**config.mk**
```make
export PLATFORM = sky130hd
export DESIGN_NAME = vrc_ctrl
export DESIGN_NICKNAME = d
export VERILOG_FILES = /design/src/hdl/vrc_pkg.sv /design/src/hdl/vrc_ctrl.sv
export VERILOG_INCLUDE_DIRS = /design/src /design/src/hdl
export SDC_FILE = /design/constraint.sdc
export NUM_CORES = 1
export LEC_CHECK = 0
export BUFFER_PORTS_ARGS = -buffer_cell sky130_fd_sc_hd__buf_4
export CORE_MARGIN = 4
export CORE_UTILIZATION = 40
export CTS_BUF_LIST = sky130_fd_sc_hd__clkbuf_4
export DETAILED_ROUTE_END_ITERATION = 16
export SLEW_MARGIN = 10
export SYNTH_ARGS = -nofsm -noshare
export SYNTH_HDL_FRONTEND = slang
export SYNTH_SLANG_ARGS = --single-unit
```
**constraint.sdc**
```tcl
create_clock -name clk_sys -period 4.7 [get_ports clk_sys]
set_clock_uncertainty 0.05 [all_clocks]
set_input_delay 0.94 -clock clk_sys [delete_from_list [all_inputs] [get_ports clk_sys]]
set_output_delay 0.94 -clock clk_sys [all_outputs]
set_load 0.05 [all_outputs]
```
**src/hdl/vrc_defs.svh**
```systemverilog
// Timing and sequencing constants for the video memory strobe controller.
// Assumes a single system clock; all cycle counts are derived from its period.
`ifndef VRC_DEFS_SVH
`define VRC_DEFS_SVH

// System clock period
`define VRC_CLK_NS 5
// Length of one strobe phase, rounded up to whole cycles
`define VRC_PHASE_NS 40
`define VRC_PHASE_CYC ((`VRC_PHASE_NS + `VRC_CLK_NS - 1) / `VRC_CLK_NS)
// Whole-array refresh period and row count; per-row spacing rounds down
`define VRC_REF_PERIOD_NS 8000000
`define VRC_ROWS 512
`define VRC_REF_CYC (`VRC_REF_PERIOD_NS / `VRC_ROWS / `VRC_CLK_NS)
// Power-up pause, then warm-up refreshes and shift clocks
`define VRC_INIT_US 200
`define VRC_INIT_CYC (`VRC_INIT_US * 1000 / `VRC_CLK_NS)
`define VRC_INIT_CBR 8
`define VRC_INIT_SC 2

`endif

```
**src/hdl/vrc_pkg.sv**
```systemverilog
// Types for the video memory strobe controller.
// Assumes nothing beyond a SystemVerilog compiler.
package vrc_pkg;

  // User operations
  typedef enum logic [3:0] {
    OP_READ, OP_READ_HIDDEN, OP_WRITE, OP_BLOCK, OP_LOAD_MASK, OP_LOAD_COLOR,
    OP_REFRESH_ROW, OP_REFRESH_CBR, OP_XFER_READ, OP_XFER_SPLIT, OP_XFER_WRITE,
    OP_XFER_ALT, OP_XFER_PSEUDO
  } vrc_op_e;

  // Write mask mode of a write or block write
  typedef enum logic [1:0] {
    WM_NONE, WM_RELOAD, WM_PERSIST
  } vrc_wmode_e;

  // Sequencer states
  typedef enum logic [3:0] {
    S_INIT_WAIT, S_IDLE, S_RAS_SET, S_RAS_LOW, S_COL_SET, S_CAS_LOW,
    S_HID_UP, S_HID_DN, S_CBR_CAS, S_CBR_RAS, S_PRE, S_SC_HI, S_SC_LO
  } vrc_st_e;

  // One user command
  typedef struct packed {
    vrc_op_e op;
    vrc_wmode_e wmode;
    logic [8:0] row;
    logic [8:0] col;
    logic [3:0] data;
    logic [3:0] wmask;
    logic [3:0] cmask;
  } vrc_cmd_s;

  // Pins driven toward the memory
  typedef struct packed {
    logic ras_n;
    logic cas_n;
    logic we_n;
    logic output_gate_n;
    logic special_function_select;
    logic shift_port_gate_n;
    logic shift_clock;
    logic [8:0] addr;
    logic [3:0] random_io_out;
    logic random_io_oe_n;
  } vrc_pins_s;

  // Whole controller state
  typedef struct packed {
    vrc_st_e st;
    logic [3:0] step;
    vrc_cmd_s cmd;
    vrc_pins_s pins;
    logic [11:0] ref_cnt;
    logic ref_pend;
    logic [15:0] init_cnt;
    logic [3:0] cbr_cnt;
    logic xfer_done;
    logic [1:0] sc_cnt;
    logic init_done;
    logic rd_valid;
    logic [3:0] rd_data;
  } vrc_state_s;

endpackage : vrc_pkg

```
**src/hdl/vrc_ctrl.sv**
```systemverilog
// Host-side strobe sequencer for a dual-port video memory random port.
// Assumes memory pins are sampled by the memory on strobe edges; dq input synchronous.
//
// Operation
// Host refreshes every row at least once each 8 ms.
// Row-strobe-only refresh: host supplies the row; column strobe stays high.
// Column strobe falling before row strobe makes the device refresh internally.
// Device refresh counter survives other cycles between its refreshes.
// Hidden refresh: keep column strobe low after read, cycle row strobe.
// Write strobe low at row fall enables masked write; high writes all lines.
// Select low at row fall of masked write reloads mask from data lines.
// Mask bit one writes its line, zero blocks it.
// Write data latched on later of column or write strobe fall.
// Select high at row fall keeps the last loaded mask.
// Colour load: select high at both falls, value on data lines.
// Block write: select high at column fall, write strobe low.
// Block write latches A2-A8; data lines carry the column mask.
// Column mask bit one enables its column; at most 16 bits per cycle.
// Device combines write mask with column mask in block writes.
// Transfer: gate low before row fall; write, shift gate, select pick type.
// Decode: normal write, alternate write, normal read, split read.
// Write, select low, shift gate high: pseudo transfer, serial port to input.
// Write transfers copy buffer to row; all leave serial port input.
// Write transfer row from row fall, tap point from column fall.
// Host pauses serial input clocking around a write transfer.
// Every split read transfer supplies a fresh tap point.
// Device keeps data lines floating through any transfer cycle.
// After read transfer serial port outputs, addressed modulo 512.
// Power-up: 200 us wait, eight refreshes, one read transfer, two shift clocks.
// Device refresh counter steps by one and wraps over 512 rows.
// Host loads mask and colour before relying on them.
`timescale 1ns/1ps
`include "vrc_defs.svh"

module vrc_ctrl #(
  parameter logic [15:0] INIT_CYCLES = 16'(`VRC_INIT_CYC)
) (
  input wire logic clk_sys,
  input wire logic rst_n,
  input wire logic cmd_valid,
  output logic cmd_ready,
  input wire vrc_pkg::vrc_cmd_s cmd,
  output logic rd_valid,
  output logic [3:0] rd_data,
  output logic init_done,
  output vrc_pkg::vrc_pins_s pins,
  input wire logic [3:0] random_io_in
);

  localparam logic [3:0] PH_LAST = 4'(`VRC_PHASE_CYC - 1);
  localparam logic [11:0] REF_LAST = 12'(`VRC_REF_CYC - 1);
  localparam logic [3:0] CBR_N = 4'(`VRC_INIT_CBR);
  localparam logic [1:0] SC_N = 2'(`VRC_INIT_SC);

  vrc_pkg::vrc_state_s s_ff;
  vrc_pkg::vrc_state_s nxt_s;

  // Pin levels for a given state and command
  function automatic vrc_pkg::vrc_pins_s pins_for(input vrc_pkg::vrc_st_e st,
                                                  input vrc_pkg::vrc_cmd_s c);
    vrc_pkg::vrc_pins_s p;
    logic is_rd;
    logic is_xfer;
    logic ras_we;
    logic ras_dsf;
    logic col_we;
    logic cas_dsf;
    logic blk;
    // Idle levels; shift clock pulses only in warm-up, never around a write transfer
    p = '{ras_n: 1'b1, cas_n: 1'b1, we_n: 1'b1, output_gate_n: 1'b1,
          special_function_select: 1'b0, shift_port_gate_n: 1'b0, shift_clock: 1'b0,
          addr: 9'h000, random_io_out: 4'h0, random_io_oe_n: 1'b1};
    is_rd = (c.op == vrc_pkg::OP_READ) || (c.op == vrc_pkg::OP_READ_HIDDEN);
    is_xfer = (c.op == vrc_pkg::OP_XFER_READ) || (c.op == vrc_pkg::OP_XFER_SPLIT) ||
              (c.op == vrc_pkg::OP_XFER_WRITE) || (c.op == vrc_pkg::OP_XFER_ALT) ||
              (c.op == vrc_pkg::OP_XFER_PSEUDO);
    blk = (c.op == vrc_pkg::OP_BLOCK);
    // Write strobe at row fall: masked writes and write-type transfers
    ras_we = (((c.op == vrc_pkg::OP_WRITE) || blk) && (c.wmode != vrc_pkg::WM_NONE)) ||
             (c.op == vrc_pkg::OP_XFER_WRITE) || (c.op == vrc_pkg::OP_XFER_ALT) ||
             (c.op == vrc_pkg::OP_XFER_PSEUDO);
    // Select at row fall: persistent mask, mask/colour load, split, alternate
    ras_dsf = (((c.op == vrc_pkg::OP_WRITE) || blk) && (c.wmode == vrc_pkg::WM_PERSIST)) ||
              (c.op == vrc_pkg::OP_LOAD_MASK) || (c.op == vrc_pkg::OP_LOAD_COLOR) ||
              (c.op == vrc_pkg::OP_XFER_SPLIT) || (c.op == vrc_pkg::OP_XFER_ALT);
    col_we = (c.op == vrc_pkg::OP_WRITE) || blk || (c.op == vrc_pkg::OP_LOAD_MASK) ||
             (c.op == vrc_pkg::OP_LOAD_COLOR);
    cas_dsf = blk || (c.op == vrc_pkg::OP_LOAD_COLOR);
    case (st)
      vrc_pkg::S_RAS_SET, vrc_pkg::S_RAS_LOW: begin
        p.addr = c.row;
        p.we_n = ~ras_we;
        p.special_function_select = ras_dsf;
        p.output_gate_n = ~is_xfer;
        p.shift_port_gate_n = (c.op == vrc_pkg::OP_XFER_PSEUDO);
        // Mask reload presented on the data lines at row fall
        p.random_io_out = c.wmask;
        p.random_io_oe_n = ~(ras_we && !is_xfer && !ras_dsf);
        p.ras_n = (st == vrc_pkg::S_RAS_SET);
      end
      vrc_pkg::S_COL_SET, vrc_pkg::S_CAS_LOW: begin
        p.ras_n = 1'b0;
        // Block writes drive only A2-A8 meaningfully
        p.addr = blk ? {c.col[8:2], 2'b00} : c.col;
        p.special_function_select = cas_dsf;
        p.we_n = ~col_we;
        p.output_gate_n = ~is_rd;
        // Column mask for block, mask for mask load, else data or colour
        p.random_io_out = blk ? c.cmask :
                          (c.op == vrc_pkg::OP_LOAD_MASK) ? c.wmask : c.data;
        p.random_io_oe_n = ~col_we;
        p.cas_n = (st == vrc_pkg::S_COL_SET);
      end
      vrc_pkg::S_HID_UP, vrc_pkg::S_HID_DN: begin
        // Column strobe and gate stay low so read data remains valid
        p.cas_n = 1'b0;
        p.output_gate_n = 1'b0;
        p.ras_n = (st == vrc_pkg::S_HID_UP);
      end
      vrc_pkg::S_CBR_CAS: p.cas_n = 1'b0;
      vrc_pkg::S_CBR_RAS: begin
        p.cas_n = 1'b0;
        p.ras_n = 1'b0;
      end
      vrc_pkg::S_SC_HI: p.shift_clock = 1'b1;
      default: p.ras_n = 1'b1;
    endcase
    return p;
  endfunction : pins_for

  // Next-state logic: init, refresh arbitration, strobe sequencing
  always_comb begin
    logic done;
    logic tick;
    logic ref_clr;
    nxt_s = s_ff;
    nxt_s.rd_valid = 1'b0;
    done = (s_ff.step == PH_LAST);
    nxt_s.step = done ? 4'h0 : 4'(s_ff.step + 4'h1);
    // Per-row refresh spacing timer
    tick = (s_ff.ref_cnt == REF_LAST);
    nxt_s.ref_cnt = tick ? 12'h000 : 12'(s_ff.ref_cnt + 12'h001);
    ref_clr = 1'b0;
    case (s_ff.st)
      vrc_pkg::S_INIT_WAIT: begin
        nxt_s.step = 4'h0;
        if (s_ff.init_cnt == 16'(INIT_CYCLES - 16'h0001)) begin
          nxt_s.st = vrc_pkg::S_IDLE;
        end else begin
          nxt_s.init_cnt = 16'(s_ff.init_cnt + 16'h0001);
        end
      end
      vrc_pkg::S_IDLE: begin
        nxt_s.step = 4'h0;
        if (!s_ff.init_done) begin
          // Warm-up: refreshes, one read transfer, shift clocks
          if (s_ff.cbr_cnt != CBR_N) begin
            nxt_s.cbr_cnt = 4'(s_ff.cbr_cnt + 4'h1);
            nxt_s.cmd.op = vrc_pkg::OP_REFRESH_CBR;
            nxt_s.st = vrc_pkg::S_CBR_CAS;
            ref_clr = 1'b1;
          end else if (!s_ff.xfer_done) begin
            nxt_s.xfer_done = 1'b1;
            nxt_s.cmd = '{op: vrc_pkg::OP_XFER_READ, wmode: vrc_pkg::WM_NONE,
                          row: 9'h000, col: 9'h000, data: 4'h0, wmask: 4'h0, cmask: 4'h0};
            nxt_s.st = vrc_pkg::S_RAS_SET;
          end else if (s_ff.sc_cnt != SC_N) begin
            nxt_s.sc_cnt = 2'(s_ff.sc_cnt + 2'h1);
            nxt_s.st = vrc_pkg::S_SC_HI;
          end else begin
            nxt_s.init_done = 1'b1;
          end
        end else if (s_ff.ref_pend) begin
          // Periodic internal refresh ahead of user work
          nxt_s.cmd.op = vrc_pkg::OP_REFRESH_CBR;
          nxt_s.st = vrc_pkg::S_CBR_CAS;
          ref_clr = 1'b1;
        end else if (cmd_valid) begin
          nxt_s.cmd = cmd;
          nxt_s.st = (cmd.op == vrc_pkg::OP_REFRESH_CBR) ? vrc_pkg::S_CBR_CAS :
                     vrc_pkg::S_RAS_SET;
        end
      end
      vrc_pkg::S_RAS_SET: if (done) nxt_s.st = vrc_pkg::S_RAS_LOW;
      vrc_pkg::S_RAS_LOW: begin
        if (done) begin
          // Row-only refresh never lowers the column strobe
          nxt_s.st = (s_ff.cmd.op == vrc_pkg::OP_REFRESH_ROW) ? vrc_pkg::S_PRE :
                     vrc_pkg::S_COL_SET;
        end
      end
      vrc_pkg::S_COL_SET: if (done) nxt_s.st = vrc_pkg::S_CAS_LOW;
      vrc_pkg::S_CAS_LOW: begin
        if (done) begin
          if ((s_ff.cmd.op == vrc_pkg::OP_READ) || (s_ff.cmd.op == vrc_pkg::OP_READ_HIDDEN)) begin
            nxt_s.rd_valid = 1'b1;
            nxt_s.rd_data = random_io_in;
          end
          nxt_s.st = (s_ff.cmd.op == vrc_pkg::OP_READ_HIDDEN) ? vrc_pkg::S_HID_UP :
                     vrc_pkg::S_PRE;
        end
      end
      vrc_pkg::S_HID_UP: if (done) nxt_s.st = vrc_pkg::S_HID_DN;
      vrc_pkg::S_HID_DN: if (done) nxt_s.st = vrc_pkg::S_PRE;
      vrc_pkg::S_CBR_CAS: if (done) nxt_s.st = vrc_pkg::S_CBR_RAS;
      vrc_pkg::S_CBR_RAS: if (done) nxt_s.st = vrc_pkg::S_PRE;
      vrc_pkg::S_SC_HI: if (done) nxt_s.st = vrc_pkg::S_SC_LO;
      vrc_pkg::S_SC_LO: if (done) nxt_s.st = vrc_pkg::S_IDLE;
      vrc_pkg::S_PRE: if (done) nxt_s.st = vrc_pkg::S_IDLE;
      default: nxt_s.st = vrc_pkg::S_IDLE;
    endcase
    // New tick wins over a clear in the same cycle
    nxt_s.ref_pend = (s_ff.ref_pend & ~ref_clr) | tick;
    nxt_s.pins = pins_for(nxt_s.st, nxt_s.cmd);
  end

  // State register
  always_ff @(posedge clk_sys or negedge rst_n) begin
    if (!rst_n) begin
      s_ff <= '0;
      s_ff.pins.ras_n <= 1'b1;
      s_ff.pins.cas_n <= 1'b1;
      s_ff.pins.we_n <= 1'b1;
      s_ff.pins.output_gate_n <= 1'b1;
      s_ff.pins.random_io_oe_n <= 1'b1;
    end else begin
      s_ff <= nxt_s;
    end
  end

  // User-side outputs
  assign cmd_ready = (s_ff.st == vrc_pkg::S_IDLE) && s_ff.init_done && !s_ff.ref_pend;
  assign rd_valid = s_ff.rd_valid;
  assign rd_data = s_ff.rd_data;
  assign init_done = s_ff.init_done;
  assign pins = s_ff.pins;

endmodule : vrc_ctrl

```
==> results of run 1 <==
==> cell families (layout without fill, tap and decap cells) <==
logic type | count (synthesis) | after routing | share of synthesized area [%]
flip-flops | 107 | 107 | 51.0
AND/OR/NAND/NOR | 212 | 212 | 20.7
buffers and inverters | 66 | 108 | 6.73
multiplexers | 3 | 3 | 0.594
adder cells (fa/ha/maj) | 7 | 7 | 1.66
XOR/XNOR | 30 | 30 | 4.99
AO/OA/AOI/OAI | 106 | 106 | 14.3
==> cells in the mapped netlist (2+ instances only) <==
library cell	count
sky130_fd_sc_hd__nor3b_1	6
sky130_fd_sc_hd__a31oi_1	2
sky130_fd_sc_hd__nand4bb_1	2
sky130_fd_sc_hd__a21oi_1	43
sky130_fd_sc_hd__nand2_1	87
sky130_fd_sc_hd__buf_4	25
sky130_fd_sc_hd__a21o_1	3
sky130_fd_sc_hd__nand3_1	20
sky130_fd_sc_hd__o21ai_0	10
sky130_fd_sc_hd__nand2b_1	4
sky130_fd_sc_hd__dfstp_2	5
sky130_fd_sc_hd__nor3_1	10
sky130_fd_sc_hd__inv_1	16
sky130_fd_sc_hd__mux2i_1	2
sky130_fd_sc_hd__nor3_2	2
sky130_fd_sc_hd__or2_2	3
sky130_fd_sc_hd__buf_2	10
sky130_fd_sc_hd__o21ai_1	2
sky130_fd_sc_hd__and3b_1	2
sky130_fd_sc_hd__or3_1	5
sky130_fd_sc_hd__xor2_1	9
sky130_fd_sc_hd__nor2b_1	6
sky130_fd_sc_hd__and3_1	5
sky130_fd_sc_hd__nand4b_1	5
sky130_fd_sc_hd__clkbuf_1	13
sky130_fd_sc_hd__nor4_1	4
sky130_fd_sc_hd__o21a_1	3
sky130_fd_sc_hd__nor2_1	24
sky130_fd_sc_hd__nor4b_1	3
sky130_fd_sc_hd__dfrtp_1	102
sky130_fd_sc_hd__nand3b_1	3
sky130_fd_sc_hd__and2_1	3
sky130_fd_sc_hd__o22ai_1	3
sky130_fd_sc_hd__nand4_1	11
sky130_fd_sc_hd__a22o_1	7
sky130_fd_sc_hd__ha_1	7
sky130_fd_sc_hd__xnor2_1	21
sky130_fd_sc_hd__o211ai_1	5
sky130_fd_sc_hd__a32o_1	3
sky130_fd_sc_hd__o31a_1	2
==> how the worst min path moves through the flow <==
stage | from | to | slack [ns] | cells past startpoint
2_1_floorplan | s_ff[28]$_DFFE_PN0P_ | s_ff[28]$_DFFE_PN0P_ | 0.39 | 1
3_3_place_gp | s_ff[99]$_DFF_PN0_ | s_ff[99]$_DFF_PN0_ | 0.41 | 1
3_5_place_dp | rd_data[2]$_DFFE_PN0P_ | rd_data[2]$_DFFE_PN0P_ | 0.42 | 2
4_1_cts | s_ff[99]$_DFF_PN0_ | s_ff[99]$_DFF_PN0_ | 0.44 | 1
5_1_grt | s_ff[28]$_DFFE_PN0P_ | s_ff[28]$_DFFE_PN0P_ | 0.45 | 1
6_report | s_ff[28]$_DFFE_PN0P_ | s_ff[28]$_DFFE_PN0P_ | 0.43 | 1
==> flip-flops by register name (all words and copies together), names as in the netlist <==
register and count:
s_ff 80, rd_valid 1, rd_data 4, pins 21
init_done 1
==> power by group through the flow <==
stage	registers, mW	logic [mW]	clock network, mW
after global placement	0.938	0.0503	0
after CTS	0.921	0.0508	0.501
after floorplan	0.938	0.00144	0
after global routing	0.922	0.0558	0.537
final	0.921	0.0490	0.476
after detailed placement	0.938	0.0507	0
==> final cells by class <==
class                           instances  area (um2)  area share [%]
Sequential cell                       107        2680            45.4
Multi-Input combinational cell        358        2240            37.9
Inverter                               17        63.8            1.08
Timing Repair Buffer                   75         567            9.59
Clock inverter                          7        76.3            1.29
Clock buffer                            9        67.6            1.14
Tap cell                              172         215            3.64
==> per-layer routing <==
metal / global-route usage (%) / vias to the layer above / share of wire, % / routed length [um]
met2: 26.6 / 66 / 49 / 5750
met5: 0 / - / 0 / 0
met4: 4.27 / 0 / 1.1 / 134
li1: - / 1917 / - / -
met3: 4.24 / 11 / 3.9 / 457
met1: 22.1 / 1925 / 46 / 5490
==> metrics by stage <==
stage	area [um2]	worst slack (ns)	util, %	std cells
2_1_floorplan	5260	1.77	-	531
6_report	5910	1.18	46.3	745
3_5_place_dp	5770	1.20	45.1	729
4_1_cts	5910	1.18	46.3	745
5_1_grt	5910	0.949	46.3	745
3_3_place_gp	5770	1.33	45.1	729
==> impl_metrics.env, run 1 <==
export IMPL_post_drt_via_cell_ratio=5.26
export IMPL_postSynthRegisterBits=107
export IMPL_hpwl_mm=8.36
export IMPL_final_nets=618
export IMPL_required_ns=5.06
export IMPL_final_layout_size_suffix_gt1_share_pct=19.9
export IMPL_post_cts_resize_count=0
export IMPL_synth_seq_area_share_pct=51.0
export IMPL_path_class="reg2reg"
export IMPL_cp_slowest_cell="sky130_fd_sc_hd__or4b_1"
export IMPL_cts_root_to_sink_buffers=2
export IMPL_worst_setup_path_start_kind="flop"
export IMPL_power_per_cell_area_mw_per_mm2=245
export IMPL_cp_data_arrival_time_ns=3.89
export IMPL_first_global_vias=3926
export IMPL_synth_edf_count=0
export IMPL_post_cts_hold_buffer_count=0
export IMPL_layout_cells_most_common_list="sky130_fd_sc_hd__dfrtp_1, sky130_fd_sc_hd__nand2_1, sky130_fd_sc_hd__buf_4"
export IMPL_status="complete, no violations"
export IMPL_detail_route_iter0_violations=301
export IMPL_mappedNetlistNets=581
export IMPL_yosysWarningCount=0
export IMPL_grt_pass1_wl_mm=19.6
export IMPL_fmax_achieved_mhz=284
export IMPL_synth_cell_types=73
export IMPL_die_y_um=123
export IMPL_drt_antenna_violating_nets=0
export IMPL_cp_top_family="simple AND/OR/NAND/NOR gates"
export IMPL_global_route_usage_total_pct=16.5
export IMPL_timing_critical_path_fanout_max=30
export IMPL_max_vdd_ir_drop_mv=0.119
export IMPL_fillCellCount=1202
export IMPL_unrepaired_setup_endpoints_after_global_routing="no"
export IMPL_share_seq_of_total_power_pct=63.7
export IMPL_post_synth_inst_count=531
export IMPL_netSwitchingFraction_pct=23.2
export IMPL_die_width_um=123
export IMPL_synth_area_leaders="sky130_fd_sc_hd__dfrtp_1, sky130_fd_sc_hd__nand2_1, sky130_fd_sc_hd__a21oi_1"
export IMPL_ys_dominant_reg_cell="sky130_fd_sc_hd__dfrtp_1"
export IMPL_setup_tns_ns=0
export IMPL_grt_max_degree=88
export IMPL_post_synth_top_area_cell="sky130_fd_sc_hd__dfrtp_1"
export IMPL_fin_hold_ws_ns=0.434
export IMPL_power_internal_mw=1.11
export IMPL_pin_count=71
export IMPL_max_slew_margin_rel_pct=32.2
export IMPL_critPathCaptureType="flop"
export IMPL_floorplan_initialDensity_pct=41.2
export IMPL_worst_margin_pin_slew_ns=1.01
export IMPL_finalPower_mw=1.45
export IMPL_h_tree_depth=3
export IMPL_grt_ovf=0
export IMPL_reg2reg_from="s_ff[104]$_DFF_PN0_"
export IMPL_netlist_area_leader_share_pct=48.5
export IMPL_cts_tree="built"
export IMPL_clkSlewWorstSetupHoldPaths_ns=0.16
export IMPL_cts_num_sinks=107
export IMPL_flow_area_growth_from_synthesis_pct=12.4
export IMPL_worstPathCellList="or4b_1 -> nor2_2 -> buf_4 -> a32oi_1 -> a21o_1 -> nor2_1 -> a32o_1"
export IMPL_final_setup_viol_count=0
export IMPL_clock_power_share_pct=32.9
export IMPL_worst_r2r_path_depth=7
export IMPL_slew_violations=0
export IMPL_crit_cells=7
export IMPL_wl_per_cell_um=15.9
export IMPL_ys_async_sr_fraction_pct=100
export IMPL_drt_pre_antenna_iters=4
export IMPL_timing_critical_path_to="pins[16]$_DFF_PN0_"
export IMPL_buffer_ports_inserted=70
export IMPL_r2r_slack_ns=1.18
export IMPL_leakagePower_nw=2.62
export IMPL_power_share_of_the_combinational_group_pct=3.4
export IMPL_min_period_ns=3.52
export IMPL_max_stage_delay_ns=0.92
export IMPL_drv_max_cap_violation_count=0
export IMPL_synth_cell_area_mm2=0.00526
export IMPL_most_frequent_standard_cell_in_the_layout_excluding_fill_and_tap_cells="sky130_fd_sc_hd__dfrtp_1"
export IMPL_diodes=0
export IMPL_route_vias_total=3919
export IMPL_min_period_over_period_pct=75.0
export IMPL_route_detailed_drc=0
export IMPL_crit_path_start="s_ff[104]$_DFF_PN0_"
export IMPL_fp_row_count=41
export IMPL_wirelength_mm=11.8
export IMPL_postCtsSetupBuffers=0
export IMPL_core_mm2=0.0128
export IMPL_netSwitchingPower_mw=0.336
export IMPL_dieArea_mm2=0.0151
export IMPL_hold_path_class="reg2reg"
export IMPL_grt_antenna_before_repair=0
export IMPL_clock_root_buffer="sky130_fd_sc_hd__clkbuf_4"
export IMPL_place_congestion=0.814
export IMPL_clock_latency_late_sink_ns=0.46
export IMPL_worstPathBufferInverterCount=1
export IMPL_cts_made_buffers=9
export IMPL_total_count_of_hold_check_failures_in_the_final_report=0
export IMPL_r2r_end="pins[16]$_DFF_PN0_"
export IMPL_syn_mean_instance_area_um2=9.91
Power figures use the tool's default switching activity.
==> run 2: changes to the inputs <==
- clock period: 4.7 -> 3.7 ns (I/O delays scaled with it)
==> run 2 against run 1 <==
  * Clock power grew 9.7%
  * Utilization is 0.098 points lower
  * Design area down 0.21%
  * Sequential power rose by 27%
  * Highest routed layer unchanged
  * Largest cell class unchanged
  * Combinational power grew 32%
  * Critical path depth shrank 4
  * Die area unchanged
  * Non-clock buffer count up 3
  * Setup slack worse by 0.66 ns
  * Critical endpoint is now cmd_ready
==> impl_metrics.env, run 2 (same netlist as run 1, synthesis figures left out) <==
export IMPL_final_layout_size_suffix_gt1_share_pct=20.3
export IMPL_diodes=0
export IMPL_fin_hold_ws_ns=0.285
export IMPL_grt_antenna_before_repair=0
export IMPL_route_vias_total=3910
export IMPL_seq_area_mm2=0.00268
export IMPL_floorplan_initialDensity_pct=41.2
export IMPL_worstPathCellList="or4b_1 -> nor2_1 -> buf_4"
export IMPL_largest_register="s_ff"
export IMPL_pin_count=71
export IMPL_cts_made_buffers=9
export IMPL_fmax_achieved_mhz=314
export IMPL_min_period_over_period_pct=86.0
export IMPL_clock_root_buffer="sky130_fd_sc_hd__clkbuf_4"
export IMPL_slew_violations=0
export IMPL_core_mm2=0.0128
export IMPL_wirelength_mm=11.8
export IMPL_first_global_vias=3902
export IMPL_share_seq_of_total_power_pct=66.6
export IMPL_timing_critical_path_fanout_max=16
export IMPL_post_cts_hold_buffer_count=0
export IMPL_worst_setup_path_start_kind="flop"
export IMPL_detail_route_iter0_violations=279
export IMPL_max_vdd_ir_drop_mv=0.175
export IMPL_final_setup_viol_count=0
export IMPL_path_class="reg2out"
export IMPL_clock_latency_late_sink_ns=0.46
export IMPL_post_cts_resize_count=0
export IMPL_cts_root_to_sink_buffers=2
export IMPL_dieArea_mm2=0.0151
export IMPL_required_ns=2.91
export IMPL_h_tree_depth=3
export IMPL_cp_top_family="simple AND/OR/NAND/NOR gates"
export IMPL_most_frequent_standard_cell_in_the_layout_excluding_fill_and_tap_cells="sky130_fd_sc_hd__dfrtp_1"
export IMPL_drt_pre_antenna_iters=4
export IMPL_postCtsSetupBuffers=0
export IMPL_worst_margin_pin_slew_ns=0.948
export IMPL_flow_area_growth_from_synthesis_pct=12.1
export IMPL_grt_ovf=0
export IMPL_crit_cells=3
export IMPL_cp_data_arrival_time_ns=2.39
export IMPL_setup_tns_ns=0
export IMPL_route_detailed_drc=0
export IMPL_cts_tree="built"
export IMPL_fillCellCount=1237
export IMPL_power_per_cell_area_mw_per_mm2=298
export IMPL_grt_pass1_wl_mm=19.4
export IMPL_leakagePower_nw=2.62
export IMPL_hpwl_mm=8.48
export IMPL_global_route_usage_total_pct=16.2
export IMPL_wl_per_cell_um=15.7
export IMPL_hold_path_class="in2async"
export IMPL_cp_slowest_cell="sky130_fd_sc_hd__or4b_1"
export IMPL_die_y_um=123
export IMPL_grt_max_degree=59
export IMPL_netSwitchingFraction_pct=22.2
export IMPL_postPlaceCellArea_mm2=0.00579
export IMPL_total_count_of_hold_check_failures_in_the_final_report=0
export IMPL_power_internal_mw=1.37
export IMPL_stdcell_area_mm2=0.00590
export IMPL_netSwitchingPower_mw=0.390
export IMPL_largest_reg_flops=80
export IMPL_clock_power_share_pct=29.7
export IMPL_post_drt_via_cell_ratio=5.23
export IMPL_clkSlewWorstSetupHoldPaths_ns=0.14
export IMPL_worst_r2r_path_depth=6
export IMPL_max_slew_margin_rel_pct=36.2
export IMPL_buffer_ports_inserted=70
export IMPL_place_congestion=0.797
export IMPL_critPathCaptureType="primary output"
export IMPL_max_stage_delay_ns=0.88
export IMPL_unrepaired_setup_endpoints_after_global_routing="no"
export IMPL_status="complete, no violations"
export IMPL_final_nets=621
export IMPL_cts_num_sinks=107
export IMPL_die_width_um=123
export IMPL_min_period_ns=3.18
export IMPL_worstPathBufferInverterCount=1
export IMPL_drt_antenna_violating_nets=0
export IMPL_power_share_of_the_combinational_group_pct=3.7
export IMPL_multiInputGateArea_mm2=0.00224
export IMPL_layout_cells_most_common_list="sky130_fd_sc_hd__dfrtp_1, sky130_fd_sc_hd__nand2_1, sky130_fd_sc_hd__buf_4"
export IMPL_fp_row_count=41
export IMPL_drv_max_cap_violation_count=0
[run 2: power by group through the flow]
stage               clock network (mW)  logic [mW]  registers, mW
floorplan                            0     0.00183           1.19
global placement                     0      0.0661           1.19
CTS                              0.548      0.0668           1.17
detailed placement                   0      0.0663           1.19
finish                           0.522      0.0645           1.17
global route                     0.597      0.0726           1.17
[run 2: final cells by class]
class | instances | share of cell area [%]
multi-input cells | 358 | 38.0
well taps | 172 | 3.65
clock buffers | 13 | 1.65
clock inverters | 2 | 0.254
flip-flops and latches | 107 | 45.5
inverters | 17 | 1.08
repair buffers | 78 | 9.92
[run 2: through the flow]
stage	util, %	power, mW	std cells	setup slack [ns]
floorplan	-	1.19	531	0.967
global placement	45.3	1.26	732	0.729
detailed placement	45.3	1.26	732	0.622
CTS	46.2	1.78	747	0.467
global route	46.2	1.84	747	0.389
finish	46.2	1.76	747	0.518
[run 2: path summary, 6_finish.rpt]
path	start	endpoint	slack [ns]
max	s_ff[104]$_DFF_PN0_	cmd_ready	0.52
min	rst_n	s_ff[33]$_DFF_PN0_	0.28
max reg2reg	s_ff[104]$_DFF_PN0_	pins[2]$_DFF_PN0_	0.64
min reg2reg	s_ff[28]$_DFFE_PN0P_	s_ff[28]$_DFFE_PN0P_	0.44
max in group asynchronous	rst_n	s_ff[38]$_DFF_PN0_	2.45
min in group clk_sys	random_io_in[0]	rd_data[0]$_DFFE_PN0P_	0.43
[run 2: metal layers]
| layer | track usage (%) | vias to the layer above | part of all wire (%) |
|---|---|---|---|
| li1 | - | 1914 | - |
| met2 | 24.9 | 76 | 48 |
| met3 | 3.50 | 19 | 4.0 |
| met5 | 0 | - | 0 |
| met1 | 22.9 | 1901 | 46 |
| met4 | 5.18 | 0 | 1.9 |
